**config.mk**
```make
export PLATFORM = sky130hd
export DESIGN_NAME = ccbe_exec
export DESIGN_NICKNAME = d
export VERILOG_FILES = /design/src/design/ccbe_pkg.sv /design/src/design/ccbe_daw_unit.sv /design/src/design/ccbe_exec.sv
export SDC_FILE = /design/constraint.sdc
export NUM_CORES = 1
export LEC_CHECK = 0
export BUFFER_PORTS_ARGS = -buffer_cell sky130_fd_sc_hd__buf_2
export CAP_MARGIN = 20
export CORE_UTILIZATION = 50
export DETAILED_ROUTE_END_ITERATION = 8
export PLACE_DENSITY = 0.82
export SLEW_MARGIN = 5
export SYNTH_ARGS = -nofsm -noshare
export SYNTH_HDL_FRONTEND = slang
export SYNTH_SLANG_ARGS = --single-unit
```
**constraint.sdc**
```tcl
create_clock -name i_core_clk -period 1.94 [get_ports i_core_clk]
set_input_delay 0.194 -clock i_core_clk [delete_from_list [all_inputs] [get_ports i_core_clk]]
set_output_delay 0.194 -clock i_core_clk [all_outputs]
set_load 0.02 [all_outputs]
```
**src/design/ccbe_pkg.sv**
```systemverilog
// Shared constants and carriers for the call/compare/decimal-adjust executor.
// Assumes a core that hands over one 16-bit instruction word per accepted slot.
package ccbe_pkg;

   // ----------------------------------------------------------------
   // Widths
   // ----------------------------------------------------------------
   localparam int PC_W = 21;
   localparam int K_W = 20;
   localparam int BANK_W = 6;
   localparam int DADDR_W = 14;

   // ----------------------------------------------------------------
   // Opcode fields
   // ----------------------------------------------------------------
   localparam logic [6:0] OPC_CALL = 7'h76;      // Word[15:9]
   localparam logic [6:0] OPC_CMP_LESS = 7'h30;  // Word[15:9]
   localparam logic [15:0] OPC_DEC_ADJ = 16'h0007;
   localparam logic [3:0] OPC_MOVE_PAIR = 4'hc;  // Word[15:12]
   localparam logic [7:0] OPC_GOTO = 8'hef;      // Word[15:8]
   localparam logic [7:0] OPC_LOAD_PTR = 8'hee;  // Word[15:8]
   localparam int SAVE_BIT = 8;                  // Shadow-save option
   localparam int ACC_BIT = 8;                   // Access-select bit

   // ----------------------------------------------------------------
   // Flag positions and arithmetic constants
   // ----------------------------------------------------------------
   localparam int FLAG_C = 0;
   localparam int FLAG_DIG_C = 1;
   localparam logic [PC_W-1:0] RET_OFS = 21'h000004;
   localparam logic [PC_W-1:0] WORD_STEP = 21'h000002;
   localparam logic [4:0] BCD_MAX = 5'h09;
   localparam logic [4:0] BCD_FIX = 5'h06;
   localparam logic [BANK_W-1:0] ACCESS_LO_BANK = 6'h00;
   localparam logic [BANK_W-1:0] ACCESS_HI_BANK = 6'h3f;
   localparam logic [7:0] ACCESS_SPLIT_RST = 8'h60;

   // ----------------------------------------------------------------
   // Register offsets and reset values
   // ----------------------------------------------------------------
   localparam logic [3:0] REG_ACC = 4'h0;
   localparam logic [3:0] REG_FLAGS = 4'h1;
   localparam logic [3:0] REG_BANK = 4'h2;
   localparam logic [3:0] REG_ACC_SH = 4'h3;
   localparam logic [3:0] REG_FLAGS_SH = 4'h4;
   localparam logic [3:0] REG_BANK_SH = 4'h5;
   localparam logic [3:0] REG_PC_L = 4'h6;
   localparam logic [3:0] REG_PC_H = 4'h7;
   localparam logic [3:0] REG_PC_U = 4'h8;
   localparam logic [7:0] ACC_RST = 8'h00;
   localparam logic [7:0] FLAGS_RST = 8'h00;
   localparam logic [BANK_W-1:0] BANK_RST = 6'h00;
   localparam logic [PC_W-1:0] PC_RST = 21'h000000;

   // ----------------------------------------------------------------
   // Sequencer states and carriers
   // ----------------------------------------------------------------
   typedef enum logic [1:0] {
      ST_RUN = 2'b00,
      ST_CALL_HI = 2'b01,
      ST_CMP_WAIT = 2'b10,
      ST_SKIP = 2'b11
   } ccbe_state_e;

   typedef struct packed {
      logic valid;
      logic [15:0] word;
   } ccbe_instr_s;

   typedef struct packed {
      logic push;
      logic [PC_W-1:0] addr;
   } ccbe_push_s;

   typedef struct packed {
      logic rd;
      logic [DADDR_W-1:0] addr;
   } ccbe_dmem_s;

endpackage : ccbe_pkg

```
**src/design/ccbe_daw_unit.sv**
```systemverilog
// Combinational packed-BCD correction of the accumulator.
// Assumes the caller registers the result; no state is held here.
`timescale 1ns/1ps
`default_nettype none

module ccbe_adj_unit (
   input wire logic [7:0] i_acc, // Accumulator before correction
   input wire logic i_dig_c,     // Digit carry flag
   input wire logic i_c,         // Carry flag
   output logic [7:0] o_acc,     // Corrected accumulator
   output logic o_c              // New carry flag
);
   import ccbe_pkg::*;

   logic lo_fix;
   logic hi_fix;
   logic [4:0] lo_sum;
   logic [4:0] hi_dig;
   logic [4:0] hi_sum;

   // Both nibbles in one process so o_acc keeps a single driver; the low
   // nibble gets +6 on a non-decimal digit or a digit carry, the high nibble
   // always takes the digit carry and the +6 only when needed
   always_comb begin
      lo_sum = {1'b0, i_acc[3:0]} + BCD_FIX;
      lo_fix = ({1'b0, i_acc[3:0]} > BCD_MAX) | i_dig_c;
      o_acc[3:0] = lo_fix ? lo_sum[3:0] : i_acc[3:0];
      hi_dig = {1'b0, i_acc[7:4]} + {4'h0, i_dig_c};
      hi_sum = hi_dig + BCD_FIX;
      hi_fix = (hi_dig > BCD_MAX) | i_c;
      o_acc[7:4] = hi_fix ? hi_sum[3:0] : hi_dig[3:0];
      o_c = hi_fix & hi_sum[4];
   end

endmodule : ccbe_adj_unit

`default_nettype wire

```
**src/design/ccbe_exec.sv**
```systemverilog
// Executes subroutine call, compare-and-skip-if-less and decimal adjust.
// Assumes fetch presents words in order with valid/ready, refetches on
// o_flush, the return stack takes o_push, data memory answers in the same
// clock as o_dmem.rd, and software uses the plain register port.
//
// What this block does
// - Call takes 20-bit target plus save bit.
// - Call pushes PC plus four onto stack.
// - Save bit set copies accumulator, flags, bank.
// - Save bit clear leaves shadow registers alone.
// - Target loads PC bits 20:1, bit 0 zero.
// - Call occupies two cycles, second is refill.
// - Compare subtracts unsigned, writes no result, flags.
// - Byte below accumulator discards next fetched instruction.
// - Compare: two cycles, three when skipping a one-word instruction.
// - Access bit zero uses fixed access bank.
// - Access bit one uses bank select register.
// - File address is eight bits, 0 to 255.
// - Low nibble gets six when above nine.
//
// The implementer's own choices: strobed register access and the address map.
`timescale 1ns/1ps
`default_nettype none

module ccbe_exec #(
   parameter logic [7:0] ACCESS_SPLIT = ccbe_pkg::ACCESS_SPLIT_RST // Access bank split
) (
   input wire logic i_core_clk,                  // Core clock, 50 MHz
   input wire logic i_rst_n,                     // Synchronous reset, active low
   input wire ccbe_pkg::ccbe_instr_s i_instr,    // Instruction word from fetch
   output logic o_instr_ready,                   // Slot open for a word
   output logic [ccbe_pkg::PC_W-1:0] o_pc,       // Program counter
   output logic o_flush,                         // Refetch from o_pc
   output logic o_discard,                       // Accepted word run as no-op
   output ccbe_pkg::ccbe_push_s o_push,          // Return stack push
   output ccbe_pkg::ccbe_dmem_s o_dmem,          // Data memory read request
   input wire logic [7:0] i_dmem_rdata,          // Data byte, in the same clock as rd
   input wire logic [3:0] i_reg_addr,            // Register offset
   input wire logic [7:0] i_reg_wdata,           // Register write data
   input wire logic i_reg_wr,                    // Register write strobe
   input wire logic i_reg_rd,                    // Register read strobe
   output logic [7:0] o_reg_rdata,               // Read data, a clock later
   output logic [7:0] o_acc,                     // Accumulator
   output logic [7:0] o_flags,                   // Flags register
   output logic [ccbe_pkg::BANK_W-1:0] o_bank_sel // Bank select register
);
   import ccbe_pkg::*;

   // ----------------------------------------------------------------
   // Elaboration checks
   // ----------------------------------------------------------------
   // A zero split would leave the low access window empty
   if (ACCESS_SPLIT == 8'h00) begin : g_bad_split
      $error("ACCESS_SPLIT must be above zero");
   end

   // ----------------------------------------------------------------
   // State
   // ----------------------------------------------------------------
   ccbe_state_e state_ff;
   ccbe_state_e nxt_state;
   logic ready_ff;
   logic [PC_W-1:0] pc_ff;
   logic [7:0] acc_ff;
   logic [7:0] flags_ff;
   logic [BANK_W-1:0] bank_sel_ff;
   logic [7:0] acc_sh_ff;
   logic [7:0] flags_sh_ff;
   logic [BANK_W-1:0] bank_sh_ff;
   logic [7:0] k_lo_ff;
   logic skip_more_ff;
   logic flush_ff;
   logic discard_ff;
   ccbe_push_s push_ff;
   ccbe_dmem_s dmem_ff;
   logic [7:0] rdata_ff;

   // ----------------------------------------------------------------
   // Decode
   // ----------------------------------------------------------------
   logic [15:0] word;
   logic accept;
   logic run_acc;
   logic call_lo;
   logic call_hi;
   logic cmp_go;
   logic adj_go;
   logic skip_acc;
   logic cmp_less;
   logic [8:0] cmp_diff;
   logic [DADDR_W-1:0] cmp_addr;
   logic [K_W-1:0] target;
   logic [7:0] adj_acc;
   logic adj_c;

   // Words that carry a second word behind them
   function automatic logic is_two_word(input logic [15:0] wd);
      is_two_word = (wd[15:12] == OPC_MOVE_PAIR) || (wd[15:9] == OPC_CALL) ||
                    (wd[15:8] == OPC_GOTO) || (wd[15:8] == OPC_LOAD_PTR);
   endfunction : is_two_word

   // Slot handshake and opcode match
   assign word = i_instr.word;
   assign accept = i_instr.valid & ready_ff;
   assign run_acc = accept && (state_ff == ST_RUN);
   assign call_lo = run_acc && (word[15:9] == OPC_CALL);
   assign call_hi = accept && (state_ff == ST_CALL_HI);
   assign cmp_go = run_acc && (word[15:9] == OPC_CMP_LESS);
   assign adj_go = run_acc && (word == OPC_DEC_ADJ);
   assign skip_acc = accept && (state_ff == ST_SKIP);

   // Target literal: high twelve bits ride in the second word
   assign target = {word[11:0], k_lo_ff};

   // Operand address; the access window splits between two fixed banks
   always_comb begin
      if (word[ACC_BIT]) begin
         cmp_addr = {bank_sel_ff, word[7:0]};
      end else if (word[7:0] < ACCESS_SPLIT) begin
         cmp_addr = {ACCESS_LO_BANK, word[7:0]};
      end else begin
         cmp_addr = {ACCESS_HI_BANK, word[7:0]};
      end
   end

   // Borrow of byte minus accumulator decides the skip, nothing is stored
   assign cmp_diff = {1'b0, i_dmem_rdata} - {1'b0, acc_ff};
   assign cmp_less = (state_ff == ST_CMP_WAIT) && cmp_diff[8];

   // BCD correction datapath
   ccbe_adj_unit u_adj (
      .i_acc(acc_ff),
      .i_dig_c(flags_ff[FLAG_DIG_C]),
      .i_c(flags_ff[FLAG_C]),
      .o_acc(adj_acc),
      .o_c(adj_c)
   );

   // ----------------------------------------------------------------
   // Sequencer
   // ----------------------------------------------------------------
   // Next state per instruction slot
   always_comb begin
      nxt_state = state_ff;
      unique case (state_ff)
         ST_RUN: begin
            if (call_lo) begin
               nxt_state = ST_CALL_HI;
            end else if (cmp_go) begin
               nxt_state = ST_CMP_WAIT;
            end
         end
         ST_CALL_HI: begin
            if (accept) begin
               nxt_state = ST_RUN;
            end
         end
         ST_CMP_WAIT: begin
            nxt_state = cmp_less ? ST_SKIP : ST_RUN;
         end
         ST_SKIP: begin
            if (accept && (skip_more_ff || !is_two_word(word))) begin
               nxt_state = ST_RUN;
            end
         end
      endcase
   end

   // State register
   always_ff @(posedge i_core_clk) begin
      if (!i_rst_n) begin
         state_ff <= ST_RUN;
      end else begin
         state_ff <= nxt_state;
      end
   end

   // Slot closes for one clock while the operand byte is read
   always_ff @(posedge i_core_clk) begin
      if (!i_rst_n) begin
         ready_ff <= 1'b0;
      end else begin
         ready_ff <= !cmp_go;
      end
   end

   // A skipped two-word instruction also drops its second word
   always_ff @(posedge i_core_clk) begin
      if (!i_rst_n) begin
         skip_more_ff <= 1'b0;
      end else if (skip_acc) begin
         skip_more_ff <= !skip_more_ff && is_two_word(word);
      end
   end

   // Discarded slots execute as no-operation
   always_ff @(posedge i_core_clk) begin
      if (!i_rst_n) begin
         discard_ff <= 1'b0;
      end else begin
         discard_ff <= skip_acc;
      end
   end

   // ----------------------------------------------------------------
   // Subroutine call
   // ----------------------------------------------------------------
   // Low target byte is held until the second word arrives
   always_ff @(posedge i_core_clk) begin
      if (!i_rst_n) begin
         k_lo_ff <= 8'h00;
      end else if (call_lo) begin
         k_lo_ff <= word[7:0];
      end
   end

   // Return address follows both call words
   always_ff @(posedge i_core_clk) begin
      if (!i_rst_n) begin
         push_ff <= '0;
      end else begin
         push_ff.push <= call_lo;
         if (call_lo) begin
            push_ff.addr <= pc_ff + RET_OFS;
         end
      end
   end

   // Shadow copy only on request; otherwise the old contents stay
   always_ff @(posedge i_core_clk) begin
      if (!i_rst_n) begin
         acc_sh_ff <= ACC_RST;
         flags_sh_ff <= FLAGS_RST;
         bank_sh_ff <= BANK_RST;
      end else if (call_lo && word[SAVE_BIT]) begin
         acc_sh_ff <= acc_ff;
         flags_sh_ff <= flags_ff;
         bank_sh_ff <= bank_sel_ff;
      end
   end

   // Counter steps one word per slot; the call target replaces it
   always_ff @(posedge i_core_clk) begin
      if (!i_rst_n) begin
         pc_ff <= PC_RST;
      end else if (call_hi) begin
         pc_ff <= {target, 1'b0};
      end else if (accept) begin
         pc_ff <= pc_ff + WORD_STEP;
      end
   end

   // Pipeline refill after the second call word
   always_ff @(posedge i_core_clk) begin
      if (!i_rst_n) begin
         flush_ff <= 1'b0;
      end else begin
         flush_ff <= call_hi;
      end
   end

   // ----------------------------------------------------------------
   // Compare operand fetch
   // ----------------------------------------------------------------
   // One-clock read strobe beside the operand address
   always_ff @(posedge i_core_clk) begin
      if (!i_rst_n) begin
         dmem_ff <= '0;
      end else begin
         dmem_ff.rd <= cmp_go;
         if (cmp_go) begin
            dmem_ff.addr <= cmp_addr;
         end
      end
   end

   // ----------------------------------------------------------------
   // Architectural registers
   // ----------------------------------------------------------------
   // Execution beats a software write landing in the same clock
   always_ff @(posedge i_core_clk) begin
      if (!i_rst_n) begin
         acc_ff <= ACC_RST;
      end else if (adj_go) begin
         acc_ff <= adj_acc;
      end else if (i_reg_wr && (i_reg_addr == REG_ACC)) begin
         acc_ff <= i_reg_wdata;
      end
   end

   // Decimal adjust touches only the carry bit
   always_ff @(posedge i_core_clk) begin
      if (!i_rst_n) begin
         flags_ff <= FLAGS_RST;
      end else if (adj_go) begin
         flags_ff[FLAG_C] <= adj_c;
      end else if (i_reg_wr && (i_reg_addr == REG_FLAGS)) begin
         flags_ff <= i_reg_wdata;
      end
   end

   // Bank select is steered by software only
   always_ff @(posedge i_core_clk) begin
      if (!i_rst_n) begin
         bank_sel_ff <= BANK_RST;
      end else if (i_reg_wr && (i_reg_addr == REG_BANK)) begin
         bank_sel_ff <= i_reg_wdata[BANK_W-1:0];
      end
   end

   // Read data valid only in the clock after the strobe; holes read zero
   always_ff @(posedge i_core_clk) begin
      if (!i_rst_n) begin
         rdata_ff <= 8'h00;
      end else if (!i_reg_rd) begin
         rdata_ff <= 8'h00;
      end else begin
         unique case (i_reg_addr)
            REG_ACC: rdata_ff <= acc_ff;
            REG_FLAGS: rdata_ff <= flags_ff;
            REG_BANK: rdata_ff <= {2'b00, bank_sel_ff};
            REG_ACC_SH: rdata_ff <= acc_sh_ff;
            REG_FLAGS_SH: rdata_ff <= flags_sh_ff;
            REG_BANK_SH: rdata_ff <= {2'b00, bank_sh_ff};
            REG_PC_L: rdata_ff <= pc_ff[7:0];
            REG_PC_H: rdata_ff <= pc_ff[15:8];
            REG_PC_U: rdata_ff <= {3'b000, pc_ff[20:16]};
            default: rdata_ff <= 8'h00;
         endcase
      end
   end

   // ----------------------------------------------------------------
   // Outputs
   // ----------------------------------------------------------------
   assign o_instr_ready = ready_ff;
   assign o_pc = pc_ff;
   assign o_flush = flush_ff;
   assign o_discard = discard_ff;
   assign o_push = push_ff;
   assign o_dmem = dmem_ff;
   assign o_reg_rdata = rdata_ff;
   assign o_acc = acc_ff;
   assign o_flags = flags_ff;
   assign o_bank_sel = bank_sel_ff;

   // ----------------------------------------------------------------
   // Assertions
   // ----------------------------------------------------------------
   // Push carries the address two words past the call
   AST_CALL_PUSH: assert property (@(posedge i_core_clk) disable iff (!i_rst_n)
      call_lo |=> (o_push.push && (o_push.addr == $past(pc_ff) + RET_OFS)))
      else $error("call push address wrong");

   // Save bit set copies all three registers
   AST_SHADOW_SAVE: assert property (@(posedge i_core_clk) disable iff (!i_rst_n)
      (call_lo && word[SAVE_BIT]) |=>
         ((acc_sh_ff == $past(acc_ff)) && (flags_sh_ff == $past(flags_ff)) &&
          (bank_sh_ff == $past(bank_sel_ff))))
      else $error("shadow copy missing");

   // Save bit clear leaves shadows untouched
   AST_SHADOW_KEEP: assert property (@(posedge i_core_clk) disable iff (!i_rst_n)
      (call_lo && !word[SAVE_BIT]) |=>
         ($stable(acc_sh_ff) && $stable(flags_sh_ff) && $stable(bank_sh_ff)))
      else $error("shadow changed without save");

   // Second call word loads the target into bits 20:1 and flushes
   AST_CALL_TARGET: assert property (@(posedge i_core_clk) disable iff (!i_rst_n)
      call_hi |=> ((pc_ff == {$past(target), 1'b0}) && o_flush))
      else $error("call target not loaded");

   // Call spans exactly the first and the second word
   AST_CALL_TWO: assert property (@(posedge i_core_clk) disable iff (!i_rst_n)
      call_lo |=> (state_ff == ST_CALL_HI) ##0 (!o_flush))
      else $error("call did not wait for second word");

   // Compare alters neither accumulator nor flags
   AST_CMP_NO_WRITE: assert property (@(posedge i_core_clk) disable iff (!i_rst_n)
      ((state_ff == ST_CMP_WAIT) && !i_reg_wr) |=> ($stable(acc_ff) && $stable(flags_ff)))
      else $error("compare changed state");

   // Less-than leads to a discarded slot; otherwise back to run
   AST_CMP_SKIP: assert property (@(posedge i_core_clk) disable iff (!i_rst_n)
      (state_ff == ST_CMP_WAIT) |=>
         ((state_ff == ST_SKIP) == ($past(i_dmem_rdata) < $past(acc_ff))))
      else $error("skip decision wrong");

   // Access bit one takes the operand address from the bank select register
   AST_CMP_ADDR: assert property (@(posedge i_core_clk) disable iff (!i_rst_n)
      (cmp_go && word[ACC_BIT]) |=>
         (o_dmem.rd && (o_dmem.addr == {$past(bank_sel_ff), $past(word[7:0])})))
      else $error("banked operand address wrong");

   // A second word of a skipped pair is discarded as well
   AST_SKIP_PAIR: assert property (@(posedge i_core_clk) disable iff (!i_rst_n)
      (skip_acc && !skip_more_ff && is_two_word(word)) |=> (state_ff == ST_SKIP))
      else $error("two-word skip ended early");

   // Decimal digit with no carry keeps the low nibble
   AST_ADJ_LOW: assert property (@(posedge i_core_clk) disable iff (!i_rst_n)
      (adj_go && (acc_ff[3:0] <= 4'h9) && !flags_ff[FLAG_DIG_C]) |=>
         ((acc_ff[3:0] == $past(acc_ff[3:0])) && $stable(flags_ff[FLAG_DIG_C])))
      else $error("low nibble changed");

endmodule : ccbe_exec

`default_nettype wire

```
# --- Yosys cells after proc, flatten, opt, wreduce, memory -nomap -nowiden ---
# Index checks and enable logic that the tools add are counted.
# W data, S select, Z words.
totals:
  out_inout_bits: 91
  in_bits: 41
  ff_bits: 124
op_classes:
  order_cmp: 3
  n_bitwise: 6
  n_eq_ne: 21
  addsub: 6
  reduce_logical: 30
  n_mux: 17
op_table:
  columns: ["cell", "count"]
  rows:
  - ["$pmux W8 S9", 1]
  - ["$mux W21", 2]
  - ["$mux W14", 2]
  - ["$add A21 B2 Y21 const B", 1]
  - ["$add A21 B3 Y21 const B", 1]
  - ["$eq A16 B3 Y1 const B", 1]
  - ["$eq A4 B3 Y1 const B", 4]
  - ["$eq A8 B8 Y1 const B", 2]
  - ["$mux W8", 2]
  - ["$logic_and A1 B1 Y1", 13]
  - ["$mux W2", 5]
  - ["$sub A8 B8 Y9", 1]
  - ["$eq A4 B2 Y1 const B", 2]
  - ["$eq A4 B4 Y1 const B", 2]
  - ["$lt A8 B7 Y1 const B", 1]
  - ["$mux W4", 2]
  - ["$pmux W2 S4", 1]
  - ["$eq A7 B6 Y1 const B", 1]
  - ["$eq A7 B7 Y1 const B", 1]
  - ["$reduce_and A2 Y1", 3]
  - ["$reduce_bool A2 Y1", 3]
  - ["$add A4 B1 Y5", 1]
  - ["$add A5 B3 Y5 const B", 1]
  - ["$gt A5 B4 Y1 const B", 1]
  - ["18 further kinds", 29]

# --- Longest topological paths before layout ---
depth:
  ltp_word: 9
  mapped_depth: 8
  ltp_nobuf: 7

# --- Cells and area by module ---
# From an unflattened synthesis, not the netlist that was laid out.
unflattened:
  hier_cells: 774
  hier_area_um2: 6231.0
by_module_without_submodules:
  columns: ["module", "area_each_um2", "seq_area_each_um2", "instances", "cells_per_inst"]
  rows:
  - ["ccbe_exec", 5980.7, 2442.3, 1, 737]
  - ["ccbe_adj_unit", 250.2, 0.0, 1, 37]

# --- Worst setup path after synthesis ---
# OpenSTA, ideal clock, no wires.
synth_timing:
  path_type: "register to register"
  from: "register acc_ff[4], in the netlist o_acc[4]"
  to: "register acc_ff[5], in the netlist o_acc[5]"
  arrival_ps: 2057
  setup_slack_ps: -220
  path_buffers: 0
  stages_incl_launch_ff: 8
  period_less_slack_ps: 2160
  cell_sequence: "dfxtp_1 > ha_1 > ha_1 > xnor2_1 > ha_1 > o31ai_1 > nor3_1 > a2111oi_2"
synth_via:
  elab_chain_cells: 5
  word_cells_on_any_way: 6
  cone_classes: "add/sub (2); order compare (1); mux (2); bitwise (1)"
synth_rtl:
  columns: ["element", "line", "text"]
  rows:
  - ["from (decl)", "ccbe_exec.sv:64", "logic [7:0] acc_ff;"]
  - ["from (signal assigned)", "ccbe_exec.sv:285", "acc_ff <= adj_acc;"]
  - ["from (signal assigned)", "ccbe_exec.sv:287", "acc_ff <= i_reg_wdata;"]
  - ["$add A4 B1 Y5 *", "ccbe_daw_unit.sv:28", "hi_dig = {1'b0, i_acc[7:4]} + {4'h0, i_dig_c};"]
  - ["$gt A5 B4 Y1", "ccbe_daw_unit.sv:30", "hi_fix = (hi_dig > BCD_MAX) | i_c;"]
  - ["$or A1 B1 Y1", "ccbe_daw_unit.sv:30", null]
  - ["$mux W4 *", "ccbe_daw_unit.sv:31", "o_acc[7:4] = hi_fix ? hi_sum[3:0] : hi_dig[3:0];"]
  - ["$mux W8 *", "ccbe_exec.sv:284", "end else if (adj_go) begin"]
# Every way passes the cells marked *; elsewhere a longest branch is shown, timed or not.
# A chain may end at the register's enable or synchronous reset.

# --- Worst setup path after layout ---
# Same ends and word-level chain as after synthesis.

==> flow_summary.toml <==
[clock_network]
cts_tree = "built"
clock_path_buffers = 2
cts-hold-fix-buffers = 0
clkTransAtPathRegs_ps = 60
clk_latency_ps = 420
postCtsSetupBuffers = 0
cts.sinks = 122
htree_levels = 4
cts_made_buffers = 17
cts-root-buf = "clkbuf_16"

[final_layout]
final_common_cell = "nand2_1"
register_area_mm2 = 0.002445
fill_cells = 987
syn_to_final_growth_pct = 29.37
multi_input_area_mm2 = 0.003463
most-common-layout-cells = "nand2_1, buf_2, dfxtp_1"
diodes = 0
drive_above_1_share = 0.2755
finalNetCount = 976

[worst_setup_path]
cp-end-kind = "flip-flop"
arrival_ps = 2250
crit_fanout = 6
critical_path_class = "reg -> reg"
reg2reg_from = "o_acc[4]$_SDFFE_PN0P_"
start_kind = "flip-flop"
startpoint = "o_acc[4]$_SDFFE_PN0P_"
required_ps = 2250

[route]
vias = 6538
drt_pass1_iterations = 5
routed_via_density = 5.938
drc = 0
ant_nets = 0
drtIter0Drc = 683
wl_per_cell_um = 17.67
wl_um = 19460

[yosys]
synth_edf_count = 0
netlist_instances = 767
yosysWarningCount = 0
ys_async_sr_fraction = 0
syn_area_per_cell_um2 = 8.077
synth_area_mm2 = 0.006195
synth-main-ff-cell = "dfxtp_1"
yosysSeqAreaShare = 0.3943
ys_seq_elements = 122
yosysUniqueCellTypes = 70

[global_route]
grt_pass1_wl_um = 30790
antenna_found_initial = 0
grt_pass1_vias = 5879
grt_max_degree = 51
grt_util_all_layers = 0.3098
grt_overflow = 0

[timing]
skew_ps = 9.534
rsz0062_at_grt = "yes"
min_period_ps = 1940
slew_headroom = 0.5886
fmax_mhz = 515.6
setup_viol = 0
drv_slew = 0
hold_viol = 0
worstMarginPinSlew_ps = 608.5
period_share = 0.9998
setup_ws_ps = 0.3635

[die]
die_w_um = 113.3
die_area_mm2 = 0.01284
start_util = 0.5136
rows = 40
core_mm2 = 0.01206
boundaryPins = 132
die_y_um = 113.3

[power]
netSwitchingFraction = 0.2191
pwr-share-seq = 0.405
clockPowerShare = 0.533
p_leak_uw = 0.003261
cellPowerDensity_mw_per_mm2 = 781.3
p_total_uw = 6261
intPower_uw = 4889
vdd_drop_max_uv = 493.2
pwr-share-comb = 0.061
power.switching_uw = 1372

[worst_hold_path]
hp-class = "in -> reg"
hp-start = "i_reg_wdata[6]"

[run_status]
outcome = "complete, no violations"

[place]
portBuffers = 129
place_ws_ps = -71.66
dp_hpwl_um = 13600
place_congestion = 0.9415

[job]
cap_violations = 0
==> final cells by class <==
type / count / area share
clock buffers: 22 / 0.05917
clock inverters: 8 / 0.01780
inverters: 12 / 0.005621
multi-input cells: 570 / 0.4322
flip-flops and latches: 122 / 0.3051
well taps: 168 / 0.02623
repair buffers: 199 / 0.1539
==> metal layers <==
| layer | vias to the layer above | part of all wire | wire [um] | GRT usage |
|---|---|---|---|---|
| met5 | - | 0 | 0 | 0 |
| li1 | 3051 | - | - | - |
| met4 | 0 | 0.045 | 880 | 0.1772 |
| met1 | 3028 | 0.42 | 8118 | 0.4145 |
| met2 | 391 | 0.43 | 8442 | 0.4540 |
| met3 | 68 | 0.10 | 2016 | 0.07766 |
==> kinds of logic (layout without fill, tap and decap cells) <==
family	count (synthesis)	after routing	share of synthesized area
buffers and inverters	76	241	0.05433
XOR/XNOR	19	19	0.02686
adder cells (fa/ha/maj)	13	13	0.02626
AO/OA/AOI/OAI	198	198	0.1975
flip-flops	122	122	0.3943
other	1	2	0.0006054
multiplexers	34	34	0.07029
AND/OR/NAND/NOR	304	304	0.2299
==> cell usage after synthesis (4+ instances only) <==
library cell  number  area share
a22oi_1            6      0.0073
dfxtp_1          122        0.39
nand2b_1           4      0.0040
a22o_1             4      0.0057
buf_4              6      0.0073
inv_1             11      0.0067
o21ai_0           30       0.024
o31ai_1            5      0.0061
clkbuf_1          34       0.021
nor2b_1            7      0.0071
and3_1             6      0.0061
buf_1              6      0.0036
a211oi_1          22       0.027
a221oi_1           4      0.0057
and2_1             4      0.0040
nor2_1            64       0.039
o22ai_1            9      0.0091
nor4_1             8      0.0081
or3_1              6      0.0061
nand3_1           25       0.020
ha_1              13       0.026
nand4_1           10       0.010
xnor2_1           13       0.018
mux2i_1           21       0.034
buf_2             16       0.013
xor2_1             6      0.0085
mux2_2             6       0.011
and4_1             5      0.0071
a21oi_1           88       0.071
nor3_1            20       0.016
mux4_2             7       0.025
nand2_1          130       0.079
==> state kept, by name, summed over array words and instances (netlist names), 2 cells and up <==
signal and count:
acc_sh_ff 8, bank_sh_ff 6, flags_sh_ff 8, k_lo_ff 8
o_acc 8, o_bank_sel 6, o_dmem 15, o_flags 8
o_pc 20, o_push 21, o_reg_rdata 8, state_ff 2
==> power by group through the flow <==
| stage | Clock [uW] | Combinational (uW) | Sequential [uW] |
|---|---|---|---|
| after detailed placement | 0 | 369 | 2590 |
| final | 3340 | 385 | 2540 |
| after global routing | 3490 | 410 | 2540 |
| after floorplan | 0 | 192 | 2600 |
| after CTS | 3350 | 374 | 2540 |
| after global placement | 0 | 363 | 2590 |
==> final timing paths <==
path                                                  end  slack, ps  cells past startpoint
worst max-delay path                o_acc[5]$_SDFFE_PN0P_        0.4                      7
worst min-delay path              o_flags[6]$_SDFFE_PN0P_         40                      3
worst max register to register      o_acc[5]$_SDFFE_PN0P_        0.4                      7
worst min register to register  acc_sh_ff[3]$_SDFFE_PN0P_        450                      2
==> stage by stage <==
stage / cell area, um2 / util / std cells / setup TNS, ps / hold slack (ps)
floorplan: 6223 / - / 768 / 0 / 330.0
global placement: 7378 / 0.6117 / 1071 / -32.34 / 438.8
detailed placement: 7378 / 0.6117 / 1071 / -143.3 / 446.4
CTS: 7998 / 0.6631 / 1101 / 0 / 32.10
global route: 8014 / 0.6644 / 1101 / -208.5 / 65.59
finish: 8014 / 0.6644 / 1101 / 0 / 38.92
==> critical path, cell delays in order, from the launching register on <==
cell,delay (ps)
dfxtp_2,320
ha_1,230
ha_4,200
xnor2_2,190
ha_2,260
o31ai_4,90
and3_1,210
a2111oi_2,330
==> repair_timing <==
| action | 4_1_cts | 5_1_grt |
|---|---|---|
| pin swaps | 0 | 2 |
| gates resized for setup | 1 | 4 |
| setup endpoints to repair | 1 | 5 |
No activity file was read; power rests on OpenSTA's default activity.
